File: src/hdl/scss_pkg.sv
package scss_pkg;
    // clock and timing
    localparam int unsigned CLK_HZ         = 40_000_000;  // mclk rate
    localparam int unsigned LOCK_TIME_US   = 2000;        // multiplier lock, typical 2 ms
    localparam int unsigned LOCK_CYCLES    = LOCK_TIME_US * (CLK_HZ / 1_000_000);
    localparam logic [10:0] OST_EDGES      = 11'h400;     // start-up wait, 1024 input edges
    localparam logic [10:0] SYNC_EDGES     = 11'h008;     // eight target edges
    // register map
    localparam logic [3:0]  SEL_REG_ADDR   = 4'h0;        // clock select register
    localparam int unsigned SEL_BIT        = 0;           // select bit position
    localparam logic        SEL_RESET      = 1'h0;        // select bit after reset
    // primary mode encodings
    localparam logic [2:0]  MODE_LP        = 3'h0;        // low power crystal
    localparam logic [2:0]  MODE_XT        = 3'h1;        // standard crystal
    localparam logic [2:0]  MODE_HS        = 3'h2;        // high speed crystal
    localparam logic [2:0]  MODE_RC        = 3'h3;        // resistor capacitor
    localparam logic [2:0]  MODE_EC        = 3'h4;        // external clock
    localparam logic [2:0]  MODE_EXTERNAL_CLOCK_GPIO_MODE      = 3'h5;        // external clock, gpio pin
    localparam logic [2:0]  MODE_HSPLL     = 3'h6;        // high speed with multiplier
    localparam logic [2:0]  MODE_RESISTOR_CAPACITOR_GPIO_MODE      = 3'h7;        // resistor capacitor, gpio pin

    // switch sequencer states
    typedef enum logic [6:0] {
        ST_BOOT   = 7'h01,  // first cycle after reset
        ST_RUN    = 7'h02,  // processor running
        ST_FREEZE = 7'h04,  // waiting for first quarter phase
        ST_OST    = 7'h08,  // oscillator start-up wait
        ST_LOCK   = 7'h10,  // multiplier lock wait
        ST_SYNC   = 7'h20,  // counting target edges
        ST_MUX    = 7'h40   // waiting for both clocks low
    } scss_state_t;

    // register port request
    typedef struct packed {
        logic       wr;     // write strobe
        logic       rd;     // read strobe
        logic [3:0] addr;   // register address
        logic [7:0] wdata;  // write data
    } scss_bus_t;

    // two-signal pin drive
    typedef struct packed {
        logic out;          // level driven
        logic oe;           // high while driving
    } scss_pin_t;

    function automatic logic is_crystal(input logic [2:0] m);
        return (m == MODE_LP) || (m == MODE_XT) || (m == MODE_HS) || (m == MODE_HSPLL);
    endfunction : is_crystal

    function automatic logic is_gpio(input logic [2:0] m);
        return (m == MODE_RESISTOR_CAPACITOR_GPIO_MODE) || (m == MODE_EXTERNAL_CLOCK_GPIO_MODE);
    endfunction : is_gpio

    function automatic logic uses_mult(input logic [2:0] m);
        return m == MODE_HSPLL;
    endfunction : uses_mult
endpackage : scss_pkg

File: src/hdl/scss_edge_count.sv
`timescale 1ns/100ps
// counts rising edges of a sampled clock level
module scss_edge_count (
    input  wire logic        mclk,     // system clock
    input  wire logic        rst_n,    // sync reset, low
    input  wire logic        clear,    // restart count
    input  wire logic        clk_lvl,  // sampled source level
    output logic      [10:0] cnt_q     // edges seen
);
    logic prev_q;  // level one cycle ago

    // previous level for edge detect
    always_ff @(posedge mclk) begin
        if (!rst_n) begin
            prev_q <= 1'b0;
        end else begin
            prev_q <= clk_lvl;
        end
    end

    // counter saturates so a stalled sequencer cannot wrap it
    always_ff @(posedge mclk) begin
        if (!rst_n || clear) begin
            cnt_q <= 11'h000;
        end else if (clk_lvl && !prev_q && cnt_q != 11'h7ff) begin
            cnt_q <= cnt_q + 11'h001;
        end
    end
endmodule : scss_edge_count

File: src/hdl/scss_quarter.sv
`timescale 1ns/100ps
// quarter phase tracker: divide by four and phase-one pulse
module scss_quarter (
    input  wire logic mclk,     // system clock
    input  wire logic rst_n,    // sync reset, low
    input  wire logic clk_lvl,  // sampled source level
    output logic      div4_q,   // source divided by four
    output logic      q1_q      // pulse on entry to phase one
);
    logic       prev_q;   // level one cycle ago
    logic [1:0] phase_q;  // quarter phase index

    // phase advances on each source rising edge
    always_ff @(posedge mclk) begin
        if (!rst_n) begin
            prev_q  <= 1'b0;
            phase_q <= 2'h0;
            q1_q    <= 1'b0;
        end else begin
            prev_q <= clk_lvl;
            q1_q   <= 1'b0;
            if (clk_lvl && !prev_q) begin
                phase_q <= phase_q + 2'h1;
                q1_q    <= (phase_q == 2'h3);
            end
        end
    end

    // divided output toggles every two source edges
    always_ff @(posedge mclk) begin
        if (!rst_n) begin
            div4_q <= 1'b0;
        end else begin
            div4_q <= phase_q[1];
        end
    end
endmodule : scss_quarter

File: src/hdl/scss_top.sv
`timescale 1ns/100ps
module scss_top #(
    parameter int unsigned LOCK_CYCLES = scss_pkg::LOCK_CYCLES  // multiplier lock count
) (
    input  wire logic                mclk,                 // 40 MHz system clock
    input  wire logic                rst_n,                // sync reset, low
    input  wire scss_pkg::scss_bus_t bus_req,              // register port request
    output logic               [7:0] rdata_q,              // read data, cycle after read
    input  wire logic          [2:0] primary_mode_config,  // fixed mode field
    input  wire logic                switch_enable_fuse,   // zero enables switching
    input  wire logic                secondary_osc_enable, // secondary oscillator on
    input  wire logic                osc_input_pin,        // sampled primary input
    input  wire logic                mult_clk_lvl,         // sampled x4 multiplier clock
    input  wire logic                secondary_clk_lvl,    // sampled secondary clock
    input  wire logic                osc_output_pin_in,    // output pin level read back
    input  wire logic                port_a_bit_six_dout,  // port data for the pin
    input  wire logic                port_a_bit_six_oe,    // port drive for the pin
    output scss_pkg::scss_pin_t      osc_pin_q,            // output pin drive
    output logic                     port_a_bit_six_in_q,  // pin level to port
    output logic                     feedback_en_q,        // crystal feedback element on
    output logic                     mult_enable_q,        // multiplier enabled
    output logic                     sys_clk_q,            // selected system clock
    output logic                     active_src_q,         // source in use, 1 secondary
    output logic                     cpu_run_q             // processor may execute
);
    scss_pkg::scss_state_t state_q;         // sequencer state
    logic                  clock_source_select_bit_q;  // software select bit
    logic                  tgt_q;           // source being switched to
    logic                  clr_q;           // restart edge counter
    logic [16:0]           lock_cnt_q;      // lock wait counter
    logic [10:0]           edge_cnt;        // target edges counted
    logic                  pri_src;         // primary system source level
    logic                  cnt_lvl;         // level being counted
    logic                  sel_allow;       // switching permitted now
    logic                  sel_hit;         // access hits select register
    logic                  div4_pri;        // primary divided by four
    logic                  q1_pulse;        // phase one entry of active clock
    logic                  both_low;        // both sources low
    logic                  crystal;         // crystal style primary

    // multiplier output replaces the input only in its own mode
    assign pri_src   = scss_pkg::uses_mult(primary_mode_config) ? mult_clk_lvl
                                                                 : osc_input_pin;
    assign crystal   = scss_pkg::is_crystal(primary_mode_config);
    assign sel_allow = !switch_enable_fuse && secondary_osc_enable;
    assign sel_hit   = bus_req.addr == scss_pkg::SEL_REG_ADDR;
    assign both_low  = !pri_src && !secondary_clk_lvl;
    // start-up wait counts the raw input, sync counts the target
    assign cnt_lvl   = (state_q == scss_pkg::ST_OST) ? osc_input_pin
                     : (tgt_q ? secondary_clk_lvl : pri_src);

    scss_edge_count u_edge (
        .mclk    (mclk),
        .rst_n   (rst_n),
        .clear   (clr_q),
        .clk_lvl (cnt_lvl),
        .cnt_q   (edge_cnt)
    );

    scss_quarter u_pri_div (
        .mclk    (mclk),
        .rst_n   (rst_n),
        .clk_lvl (osc_input_pin),
        .div4_q  (div4_pri),
        .q1_q    ()
    );

    scss_quarter u_sys_phase (
        .mclk    (mclk),
        .rst_n   (rst_n),
        .clk_lvl (sys_clk_q),
        .div4_q  (),
        .q1_q    (q1_pulse)
    );

    // select bit: held clear whenever switching is not permitted
    always_ff @(posedge mclk) begin
        if (!rst_n) begin
            clock_source_select_bit_q <= scss_pkg::SEL_RESET;
        end else if (!sel_allow) begin
            clock_source_select_bit_q <= 1'b0;
        end else if (bus_req.wr && sel_hit) begin
            clock_source_select_bit_q <= bus_req.wdata[scss_pkg::SEL_BIT];
        end
    end

    // read data; unmapped addresses and upper bits read zero
    always_ff @(posedge mclk) begin
        if (!rst_n) begin
            rdata_q <= 8'h00;
        end else if (bus_req.rd && sel_hit) begin
            rdata_q <= {7'h00, clock_source_select_bit_q};
        end else begin
            rdata_q <= 8'h00;
        end
    end

    // switch sequencer: freeze, wait, count edges, swap at a low point
    always_ff @(posedge mclk) begin
        if (!rst_n) begin
            state_q      <= scss_pkg::ST_BOOT;
            tgt_q        <= 1'b0;
            active_src_q <= 1'b0;
            cpu_run_q    <= 1'b0;
            clr_q        <= 1'b1;
        end else begin
            clr_q <= 1'b0;
            case (state_q)
                scss_pkg::ST_BOOT: begin
                    // external clock and rc start with no start-up wait
                    if (crystal) begin
                        state_q <= scss_pkg::ST_OST;
                        clr_q   <= 1'b1;
                    end else begin
                        state_q   <= scss_pkg::ST_RUN;
                        cpu_run_q <= 1'b1;
                    end
                end
                scss_pkg::ST_RUN: begin
                    if (clock_source_select_bit_q != active_src_q) begin
                        tgt_q   <= clock_source_select_bit_q;
                        state_q <= scss_pkg::ST_FREEZE;
                    end
                end
                scss_pkg::ST_FREEZE: begin
                    // the processor stops only at a clean phase-one boundary
                    if (q1_pulse) begin
                        cpu_run_q <= 1'b0;
                        clr_q     <= 1'b1;
                        if (!tgt_q && crystal) begin
                            state_q <= scss_pkg::ST_OST;
                        end else begin
                            state_q <= scss_pkg::ST_SYNC;
                        end
                    end
                end
                scss_pkg::ST_OST: begin
                    if (edge_cnt == scss_pkg::OST_EDGES) begin
                        clr_q <= 1'b1;
                        if (scss_pkg::uses_mult(primary_mode_config)) begin
                            state_q <= scss_pkg::ST_LOCK;
                        end else begin
                            state_q <= scss_pkg::ST_SYNC;
                        end
                    end
                end
                scss_pkg::ST_LOCK: begin
                    if (lock_cnt_q == 17'(LOCK_CYCLES - 1)) begin
                        state_q <= scss_pkg::ST_SYNC;
                        clr_q   <= 1'b1;
                    end
                end
                scss_pkg::ST_SYNC: begin
                    if (edge_cnt == scss_pkg::SYNC_EDGES) begin
                        state_q <= scss_pkg::ST_MUX;
                    end
                end
                scss_pkg::ST_MUX: begin
                    // swapping while both are low keeps every pulse whole
                    if (both_low) begin
                        active_src_q <= tgt_q;
                        state_q      <= scss_pkg::ST_RUN;
                        cpu_run_q    <= 1'b1;
                    end
                end
                default: begin
                    state_q   <= scss_pkg::ST_BOOT;
                    cpu_run_q <= 1'b0;
                end
            endcase
        end
    end

    // lock timer runs only in its state
    always_ff @(posedge mclk) begin
        if (!rst_n || state_q != scss_pkg::ST_LOCK) begin
            lock_cnt_q <= 17'h00000;
        end else begin
            lock_cnt_q <= lock_cnt_q + 17'h00001;
        end
    end

    // system clock mux follows the swapped select only
    always_ff @(posedge mclk) begin
        if (!rst_n) begin
            sys_clk_q <= 1'b0;
        end else begin
            sys_clk_q <= active_src_q ? secondary_clk_lvl : pri_src;
        end
    end

    // oscillator pin and analogue controls from the mode field
    always_ff @(posedge mclk) begin
        if (!rst_n) begin
            osc_pin_q           <= '0;
            port_a_bit_six_in_q <= 1'b0;
            feedback_en_q       <= 1'b0;
            mult_enable_q       <= 1'b0;
        end else begin
            feedback_en_q <= crystal;
            mult_enable_q <= scss_pkg::uses_mult(primary_mode_config);
            port_a_bit_six_in_q <= scss_pkg::is_gpio(primary_mode_config) & osc_output_pin_in;
            if (scss_pkg::is_gpio(primary_mode_config)) begin
                // pin belongs to the port in gpio modes
                osc_pin_q.out <= port_a_bit_six_dout;
                osc_pin_q.oe  <= port_a_bit_six_oe;
            end else if (!crystal) begin
                osc_pin_q.out <= div4_pri;
                osc_pin_q.oe  <= 1'b1;
            end else begin
                // crystal sits on the pin; an external clock may drive the input
                osc_pin_q <= '0;
            end
        end
    end

    logic both_low_d;  // helper: both low last cycle
    always_ff @(posedge mclk) begin
        if (!rst_n) begin
            both_low_d <= 1'b0;
        end else begin
            both_low_d <= both_low;
        end
    end

    a_sel_forced_clear: assert property (@(posedge mclk) disable iff (!rst_n)
        !sel_allow |=> !clock_source_select_bit_q)
        else $error("select bit set while switching not allowed");
    a_reserved_read_zero: assert property (@(posedge mclk) disable iff (!rst_n)
        rdata_q[7:1] == 7'h00)
        else $error("reserved select register bits not zero");
    a_read_select_bit: assert property (@(posedge mclk) disable iff (!rst_n)
        (bus_req.rd && sel_hit) |=> rdata_q[0] == $past(clock_source_select_bit_q))
        else $error("select bit read back wrong");
    a_freeze_at_q1: assert property (@(posedge mclk) disable iff (!rst_n)
        (state_q == scss_pkg::ST_FREEZE && q1_pulse) |=> !cpu_run_q)
        else $error("processor not frozen at phase one");
    a_sync_eight_edges: assert property (@(posedge mclk) disable iff (!rst_n)
        (state_q == scss_pkg::ST_SYNC) ##1 (state_q == scss_pkg::ST_MUX)
        |-> $past(edge_cnt) == scss_pkg::SYNC_EDGES)
        else $error("sync left before eight edges");
    a_ost_full_count: assert property (@(posedge mclk) disable iff (!rst_n)
        (state_q == scss_pkg::ST_OST) ##1 (state_q != scss_pkg::ST_OST)
        |-> $past(edge_cnt) == scss_pkg::OST_EDGES)
        else $error("start-up wait shorter than 1024 edges");
    a_ost_only_crystal: assert property (@(posedge mclk) disable iff (!rst_n)
        state_q == scss_pkg::ST_OST |-> crystal)
        else $error("start-up wait in non-crystal mode");
    a_lock_only_mult: assert property (@(posedge mclk) disable iff (!rst_n)
        state_q == scss_pkg::ST_LOCK |-> mult_enable_q && !cpu_run_q)
        else $error("lock wait outside multiplier mode or while running");
    a_mux_swap_low: assert property (@(posedge mclk) disable iff (!rst_n)
        $changed(active_src_q) |-> both_low_d)
        else $error("clock mux swapped while a source was high");
    a_pin_driven_div: assert property (@(posedge mclk) disable iff (!rst_n)
        (!crystal && !scss_pkg::is_gpio(primary_mode_config)) |=> osc_pin_q.oe)
        else $error("divided clock not driven on output pin");

    c_to_secondary: cover property (@(posedge mclk) disable iff (!rst_n)
        $rose(active_src_q));
    c_to_primary: cover property (@(posedge mclk) disable iff (!rst_n)
        $fell(active_src_q));
    c_lock_done: cover property (@(posedge mclk) disable iff (!rst_n)
        (state_q == scss_pkg::ST_LOCK) ##1 (state_q == scss_pkg::ST_SYNC));
endmodule : scss_top

File: config.mk
export PLATFORM = sky130hd
export DESIGN_NAME = scss_top
export DESIGN_NICKNAME = d
export VERILOG_FILES = /design/src/hdl/scss_pkg.sv /design/src/hdl/scss_edge_count.sv /design/src/hdl/scss_quarter.sv /design/src/hdl/scss_top.sv
export SDC_FILE = /design/constraint.sdc
export NUM_CORES = 1
export LEC_CHECK = 0
export BUFFER_PORTS_ARGS = -buffer_cell sky130_fd_sc_hd__buf_4
export CORE_MARGIN = 8
export CORE_UTILIZATION = 55
export CTS_CLUSTER_DIAMETER = 30
export DETAILED_ROUTE_END_ITERATION = 10
export PLACE_DENSITY_LB_ADDON = 0.15
export SETUP_SLACK_MARGIN = 0.2
export SYNTH_ARGS = -nofsm -noshare
export SYNTH_HDL_FRONTEND = slang
export SYNTH_SLANG_ARGS = --single-unit
File: constraint.sdc
create_clock -name mclk -period 3.5 [get_ports mclk]
set_clock_uncertainty 0.05 [all_clocks]
set_input_delay 0.35 -clock mclk [delete_from_list [all_inputs] [get_ports mclk]]
set_output_delay 0.35 -clock mclk [all_outputs]
set_load 0.03 [all_outputs]
Yosys cells after proc, flatten, opt, wreduce, memory -nomap -nowiden. Index checks and enable logic that the tools add are counted.

Bits in registers: 63. Input port bits: 27. Output and inout port bits: 16. Logic and storage cells: 113.

Add/sub/neg operators: 4. Equality and inequality tests: 26. Multiplexer cells: 25. Bitwise gates (word level): 2. Reductions and logical operators: 33.

Operators by type and width (number): one-hot mux 7 bit (7 select lines) (1); 2-to-1 mux 7 bit (6); adder 17 x 1 -> 17 bit (second input constant) (1); equality test 17 bit (second input constant) (1); 2-to-1 mux 6 bit (2); adder 11 x 1 -> 11 bit (second input constant) (1); equality test 11 bit (second input constant) (1); equality test 11 x 4 -> 1 bit (second input constant) (1); 2-to-1 mux 1 bit (11); inequality test 11 bit (second input constant) (1); inequality test 2 bit (second input constant) (5); AND reduction 2 bit (5); equality test 3 bit (second input constant) (3); logical AND 1 bit (9); zero test 1 bit (8); one-hot mux 1 bit (4 select lines) (2); equality test 7 x 1 -> 1 bit (second input constant) (1); equality test 7 x 2 -> 1 bit (second input constant) (1); equality test 7 x 3 -> 1 bit (second input constant) (1); equality test 7 x 4 -> 1 bit (second input constant) (1); equality test 7 x 5 -> 1 bit (second input constant) (1); equality test 7 x 6 -> 1 bit (second input constant) (1); equality test 7 bit (second input constant) (1); inequality test 7 x 5 -> 1 bit (second input constant) (1); other kinds (16) (24).

Logic depth before layout (Yosys ltp).
Depth after elaboration: 8. Mapped depth: 8. Gate-level depth less buffers: 7.

Modules after synthesis. From an unflattened synthesis, not the netlist that was laid out.

Cells, all modules: 311. Area total of the unflattened synthesis: 2791.4 um^2.

By module, submodules not included: scss_top (instances 1, cells each 213, area an instance 1834.3 um^2, seq. area each 720.7 um^2); scss_edge_count (instances 1, cells each 66, area an instance 594.3 um^2, seq. area each 240.2 um^2); scss_quarter (instances 2, cells each 16, area an instance 181.4 um^2, seq. area each 100.1 um^2).

Least setup slack after synthesis. OpenSTA, ideal clock, no wires.

Path type: register to register. Start point: register u_edge.cnt_q[0]. End point: register state_q[6]. Setup time: 0.118 ns. Arrival time: 2.000 ns. Data required time: 3.332 ns. Setup slack: 1.332 ns. Stages on the path, launching flop included: 9. Buffers on the path: 1. Clock period less this slack: 2.168 ns. Cell sequence: dfxtp_1 -> inv_1 -> ha_1 -> or4b_4 -> nor4b_4 -> o22ai_2 -> or3_1 -> buf_6 -> mux2i_1.

Word-level cells in the longest chain between the ends: 3. Elaborated cells on any way between the ends: 5. Those cells by class: eq/ne: 4; reduce/logical: 1.

Ends and longest elaborated chain: start, declared (RTL line scss_edge_count.sv:8) `output logic [10:0] cnt_q`; start signal, assigned (RTL line scss_edge_count.sv:26) `cnt_q <= cnt_q + 11'h001;`; equality test 11 x 4 -> 1 bit or equality test 11 bit (tied branches) (RTL line scss_top.sv:154, scss_top.sv:138); inequality test 2 bit (no line) or inequality test 2 x 1 -> 1 bit (tied branches); AND reduction 6 bit (no line) *; end signal, assigned (RTL line scss_top.sv:155) `state_q <= scss_pkg::ST_MUX;`; end signal, assigned (RTL line scss_top.sv:162) `state_q <= scss_pkg::ST_RUN;`; end signal, assigned (RTL line scss_top.sv:167) `state_q <= scss_pkg::ST_BOOT;`; end, declared (RTL line scss_top.sv:26) `scss_pkg::scss_state_t state_q;`.

Mark *: on every way between the ends. The rest lies on a longest branch, timed or not. A chain may end at the register's enable or synchronous reset.

Worst setup path after layout.
Start point: register state_q[6]. End point: register state_q[6].

Word-level cells in the longest chain between the ends: 3. Elaborated cells on any way between the ends: 15. Those cells by class: eq/ne: 13; mux: 1; reduce/logical: 1.

Ends and longest elaborated chain: start signal, assigned (RTL line scss_top.sv:101) `state_q <= scss_pkg::ST_BOOT;`; start signal, assigned (RTL line scss_top.sv:112) `state_q <= scss_pkg::ST_OST;`; start signal, assigned (RTL line scss_top.sv:115) `state_q <= scss_pkg::ST_RUN;`; equality test 7 x 6 -> 1 bit (tied with other cells) (RTL line scss_top.sv:108) `case (state_q)`; inequality test 2 bit (no line) or inequality test 2 x 1 -> 1 bit (tied branches); AND reduction 6 bit (no line).

Several ways; a longest one is shown, not always the timed one.

==> reports/metrics.json <==
{
  "die": {
    "core_area_um2": 4980,
    "fp.dieArea_um2": 7560,
    "ios": 43,
    "floorplan.initialDensity": 0.557,
    "rows": 26,
    "die_x_um": 87.0,
    "die_height_um": 87.0
  },
  "grt": {
    "grt_max_degree": 22,
    "via_count_of_the_first_global_routing_pass": 2174,
    "grt_antenna_before_repair": 0,
    "grt_pass1_wl_um": 9710,
    "track_usage": 0.157,
    "sum_of_overflow_across_all_layers_after_global_routing": 0
  },
  "cells_and_area": {
    "finalNetCount": 380,
    "drive_above_1_share": 0.135,
    "antennaDiodeCount": 0,
    "layout.cells.most_common": "sky130_fd_sc_hd__dfxtp_1",
    "layout_common_cells": "sky130_fd_sc_hd__dfxtp_1, sky130_fd_sc_hd__nor2_1, sky130_fd_sc_hd__buf_4",
    "signed_area_change_from_the_synthesized_netlist_to_the_final_layout_pct": 11.1
  },
  "placement": {
    "dp_hpwl_um": 4300,
    "io_buffer_count": 28,
    "globalplace.congestion": 0.868
  },
  "clock_network": {
    "tritoncts.num_buffers": 5,
    "cts.sink_count": 56,
    "cts_htree_levels": 2,
    "holdBufCountCts": 0,
    "worstSkewPairLatency_ns": 0.30,
    "post_cts_buffers": 0,
    "clockRootBuffer": "sky130_fd_sc_hd__clkbuf_8",
    "clk_pin_slew_ns": 0.09,
    "ctsLongestPathBuffers": 2,
    "cts_repair_resize_count": 0,
    "cts_tree": "done"
  },
  "min_path": {
    "timing.hold.worst.start": "switch_enable_fuse",
    "worstHoldPathType": "in2reg",
    "holdPathEnd": "clock_source_select_bit_q",
    "min_delay_path_depth": 2
  },
  "logic_synthesis": {
    "syn_area_per_cell_um2": 8.58,
    "synth_enable_flop_cells": 0,
    "synth_ff_type": "sky130_fd_sc_hd__dfxtp_1",
    "synth-async-reset-ratio": 0,
    "ys_seq_elements": 56,
    "syn_area_um2": 2770,
    "synth.lib_cells_used.distinct": 62,
    "synthesis.yosys.warnings": 0,
    "synthCells": 323,
    "synth.yosys.seq_area_share": 0.405
  },
  "critical_path": {
    "rrSetupSlack_ns": 1.11,
    "critPathSlowestCell": "sky130_fd_sc_hd__or4_4",
    "setup.worst_path.class": "reg2reg",
    "cp_data_arrival_time_ns": 2.58,
    "cp-start-kind": "register",
    "crit_required_ns": 3.68,
    "worst_r2r_startpoint": "state_q[6]",
    "reg2reg_depth": 5,
    "critical_path.endpoint_type": "register",
    "worst_path_cell_trace": "or4_4 > or4b_1 > a21oi_2 > or3_1 > mux2i_1",
    "regToRegEndpoint": "state_q[6]",
    "cp_num_buf_inv": 0,
    "crit_path_max_fanout": 7,
    "crit_family": "simple AND/OR/NAND/NOR gates",
    "critical_path.max_stage_delay_ns": 0.61,
    "worstSetupPathDepth": 5
  },
  "routing": {
    "mean_routed_wirelength_per_cell_um": 13.5,
    "detailroute.via_count": 2332,
    "initial_drt_markers": 143,
    "antenna_violating_nets_post_route": 0,
    "vias_per_cell": 5.57,
    "route.final.wire_length_um": 5680,
    "detailedRoute.firstPassIterationCount": 5,
    "drc": 0
  },
  "timing": {
    "totalNegativeSetupSlack_ns": 0,
    "max_freq_mhz": 418,
    "post-route-min-period_ns": 2.39,
    "finalSetupViolations": 0,
    "timing_max_transition_violations_final": 0,
    "final-hold-violation-count": 0,
    "period_share": 0.684,
    "grt_setup_unrepaired": "false",
    "max_slew.worst_pin.slew_ns": 0.673,
    "slew_headroom": 0.547
  },
  "power_and_ir_drop": {
    "cellLeakagePower_nw": 1.12,
    "pwr_density_cell_nw_per_um2": 436,
    "totalPowerFinal_w": 0.00134,
    "max-vdd-ir-drop_mv": 0.249
  },
  "status": {
    "run_status": "finished, final reports clean"
  },
  "job": {
    "drv_cap": 0
  }
}
[flip-flops by register name, summed over array words and instances (netlist names), 2 cells and up]
name and cells:
lock_cnt_q 17, u_edge.cnt_q 11, osc_pin_q 2, u_pri_div.phase_q 2, state_q 7, u_sys_phase.phase_q 2
[stage by stage]
stage / setup slack [ns] / hold WS, ns / area (µm²) / cells / utilization
final: 1.11 / 0.153 / 3080 / 419 / 0.618
after global routing: 0.999 / 0.147 / 3080 / 419 / 0.618
after CTS: 1.13 / 0.142 / 3080 / 419 / 0.618
after detailed placement: 1.15 / 0.406 / 3000 / 412 / 0.603
after global placement: 1.17 / 0.392 / 3000 / 412 / 0.603
after floorplan: 1.33 / 0.376 / 2790 / 329 / -
[power by group]
group / switching, W / internal, W / leakage [nW]
Sequential: 0.0000372 / 0.000673 / 0.455
Clock: 0.000189 / 0.000137 / 0.0410
Combinational: 0.000186 / 0.000120 / 0.629
Total: 0.000413 / 0.000930 / 1.12
[layout make-up]
| cell class | instances | area (µm²) |
|---|---|---|
| clock inverters | 1 | 5.00 |
| repair buffers | 28 | 210 |
| inverters | 11 | 41.3 |
| clock buffers | 6 | 72.6 |
| fillers | 482 | 1900 |
| flip-flops and latches | 56 | 1120 |
| multi-input cells | 247 | 1540 |
| well taps | 70 | 87.6 |
[cell usage after synthesis (4+ instances only)]
cell type	instances	area share
sky130_fd_sc_hd__a21oi_1	13	0.023
sky130_fd_sc_hd__and2_1	8	0.018
sky130_fd_sc_hd__and3_1	5	0.011
sky130_fd_sc_hd__buf_4	7	0.019
sky130_fd_sc_hd__clkbuf_1	4	0.0054
sky130_fd_sc_hd__dfxtp_1	56	0.40
sky130_fd_sc_hd__ha_1	4	0.018
sky130_fd_sc_hd__inv_1	11	0.015
sky130_fd_sc_hd__mux2i_1	6	0.022
sky130_fd_sc_hd__nand2_1	24	0.033
sky130_fd_sc_hd__nand2b_1	5	0.011
sky130_fd_sc_hd__nand3_1	19	0.034
sky130_fd_sc_hd__nand4_1	5	0.011
sky130_fd_sc_hd__nor2_1	47	0.064
sky130_fd_sc_hd__nor3_1	8	0.014
sky130_fd_sc_hd__nor4_1	7	0.016
sky130_fd_sc_hd__o21ai_0	9	0.016
sky130_fd_sc_hd__or4_1	4	0.011
sky130_fd_sc_hd__xnor2_1	13	0.041
sky130_fd_sc_hd__xor2_1	7	0.022
[cells by family after synthesis]
family                     after synthesis  share of synthesized area
DFF                                     56                      0.405
xor gates and xnor gates                20                     0.0632
muxes                                    6                     0.0217
AOI/OAI and AO/OA                       51                      0.124
buffers and inverters                   26                     0.0479
and+or+nand+nor                        159                      0.319
other                                    1                    0.00135
adders and majority gates                4                     0.0181
[worst max-delay path by stage]
| stage | startpoint | endpoint | slack [ns] |
|---|---|---|---|
| 2_1_floorplan | u_edge.cnt_q[0] | state_q[6] | 1.33 |
| 5_1_grt | state_q[6] | state_q[5] | 1.0 |
| 6_report | state_q[6] | state_q[6] | 1.11 |
| 3_3_place_gp | u_edge.cnt_q[0] | state_q[6] | 1.17 |
| 4_1_cts | state_q[6] | state_q[6] | 1.13 |
| 3_5_place_dp | state_q[6] | state_q[6] | 1.15 |
[metal layers]
| metal | GRT usage | wire length, µm | part of all wire | vias up |
|---|---|---|---|---|
| met5 | 0 | 0 | 0 | - |
| met4 | 0.0626 | 76 | 0.013 | 0 |
| met3 | 0.0302 | 291 | 0.051 | 10 |
| met2 | 0.264 | 2750 | 0.48 | 57 |
| met1 | 0.190 | 2560 | 0.45 | 1081 |
| li1 | - | - | - | 1184 |
No activity file was read; power rests on OpenSTA's default activity.
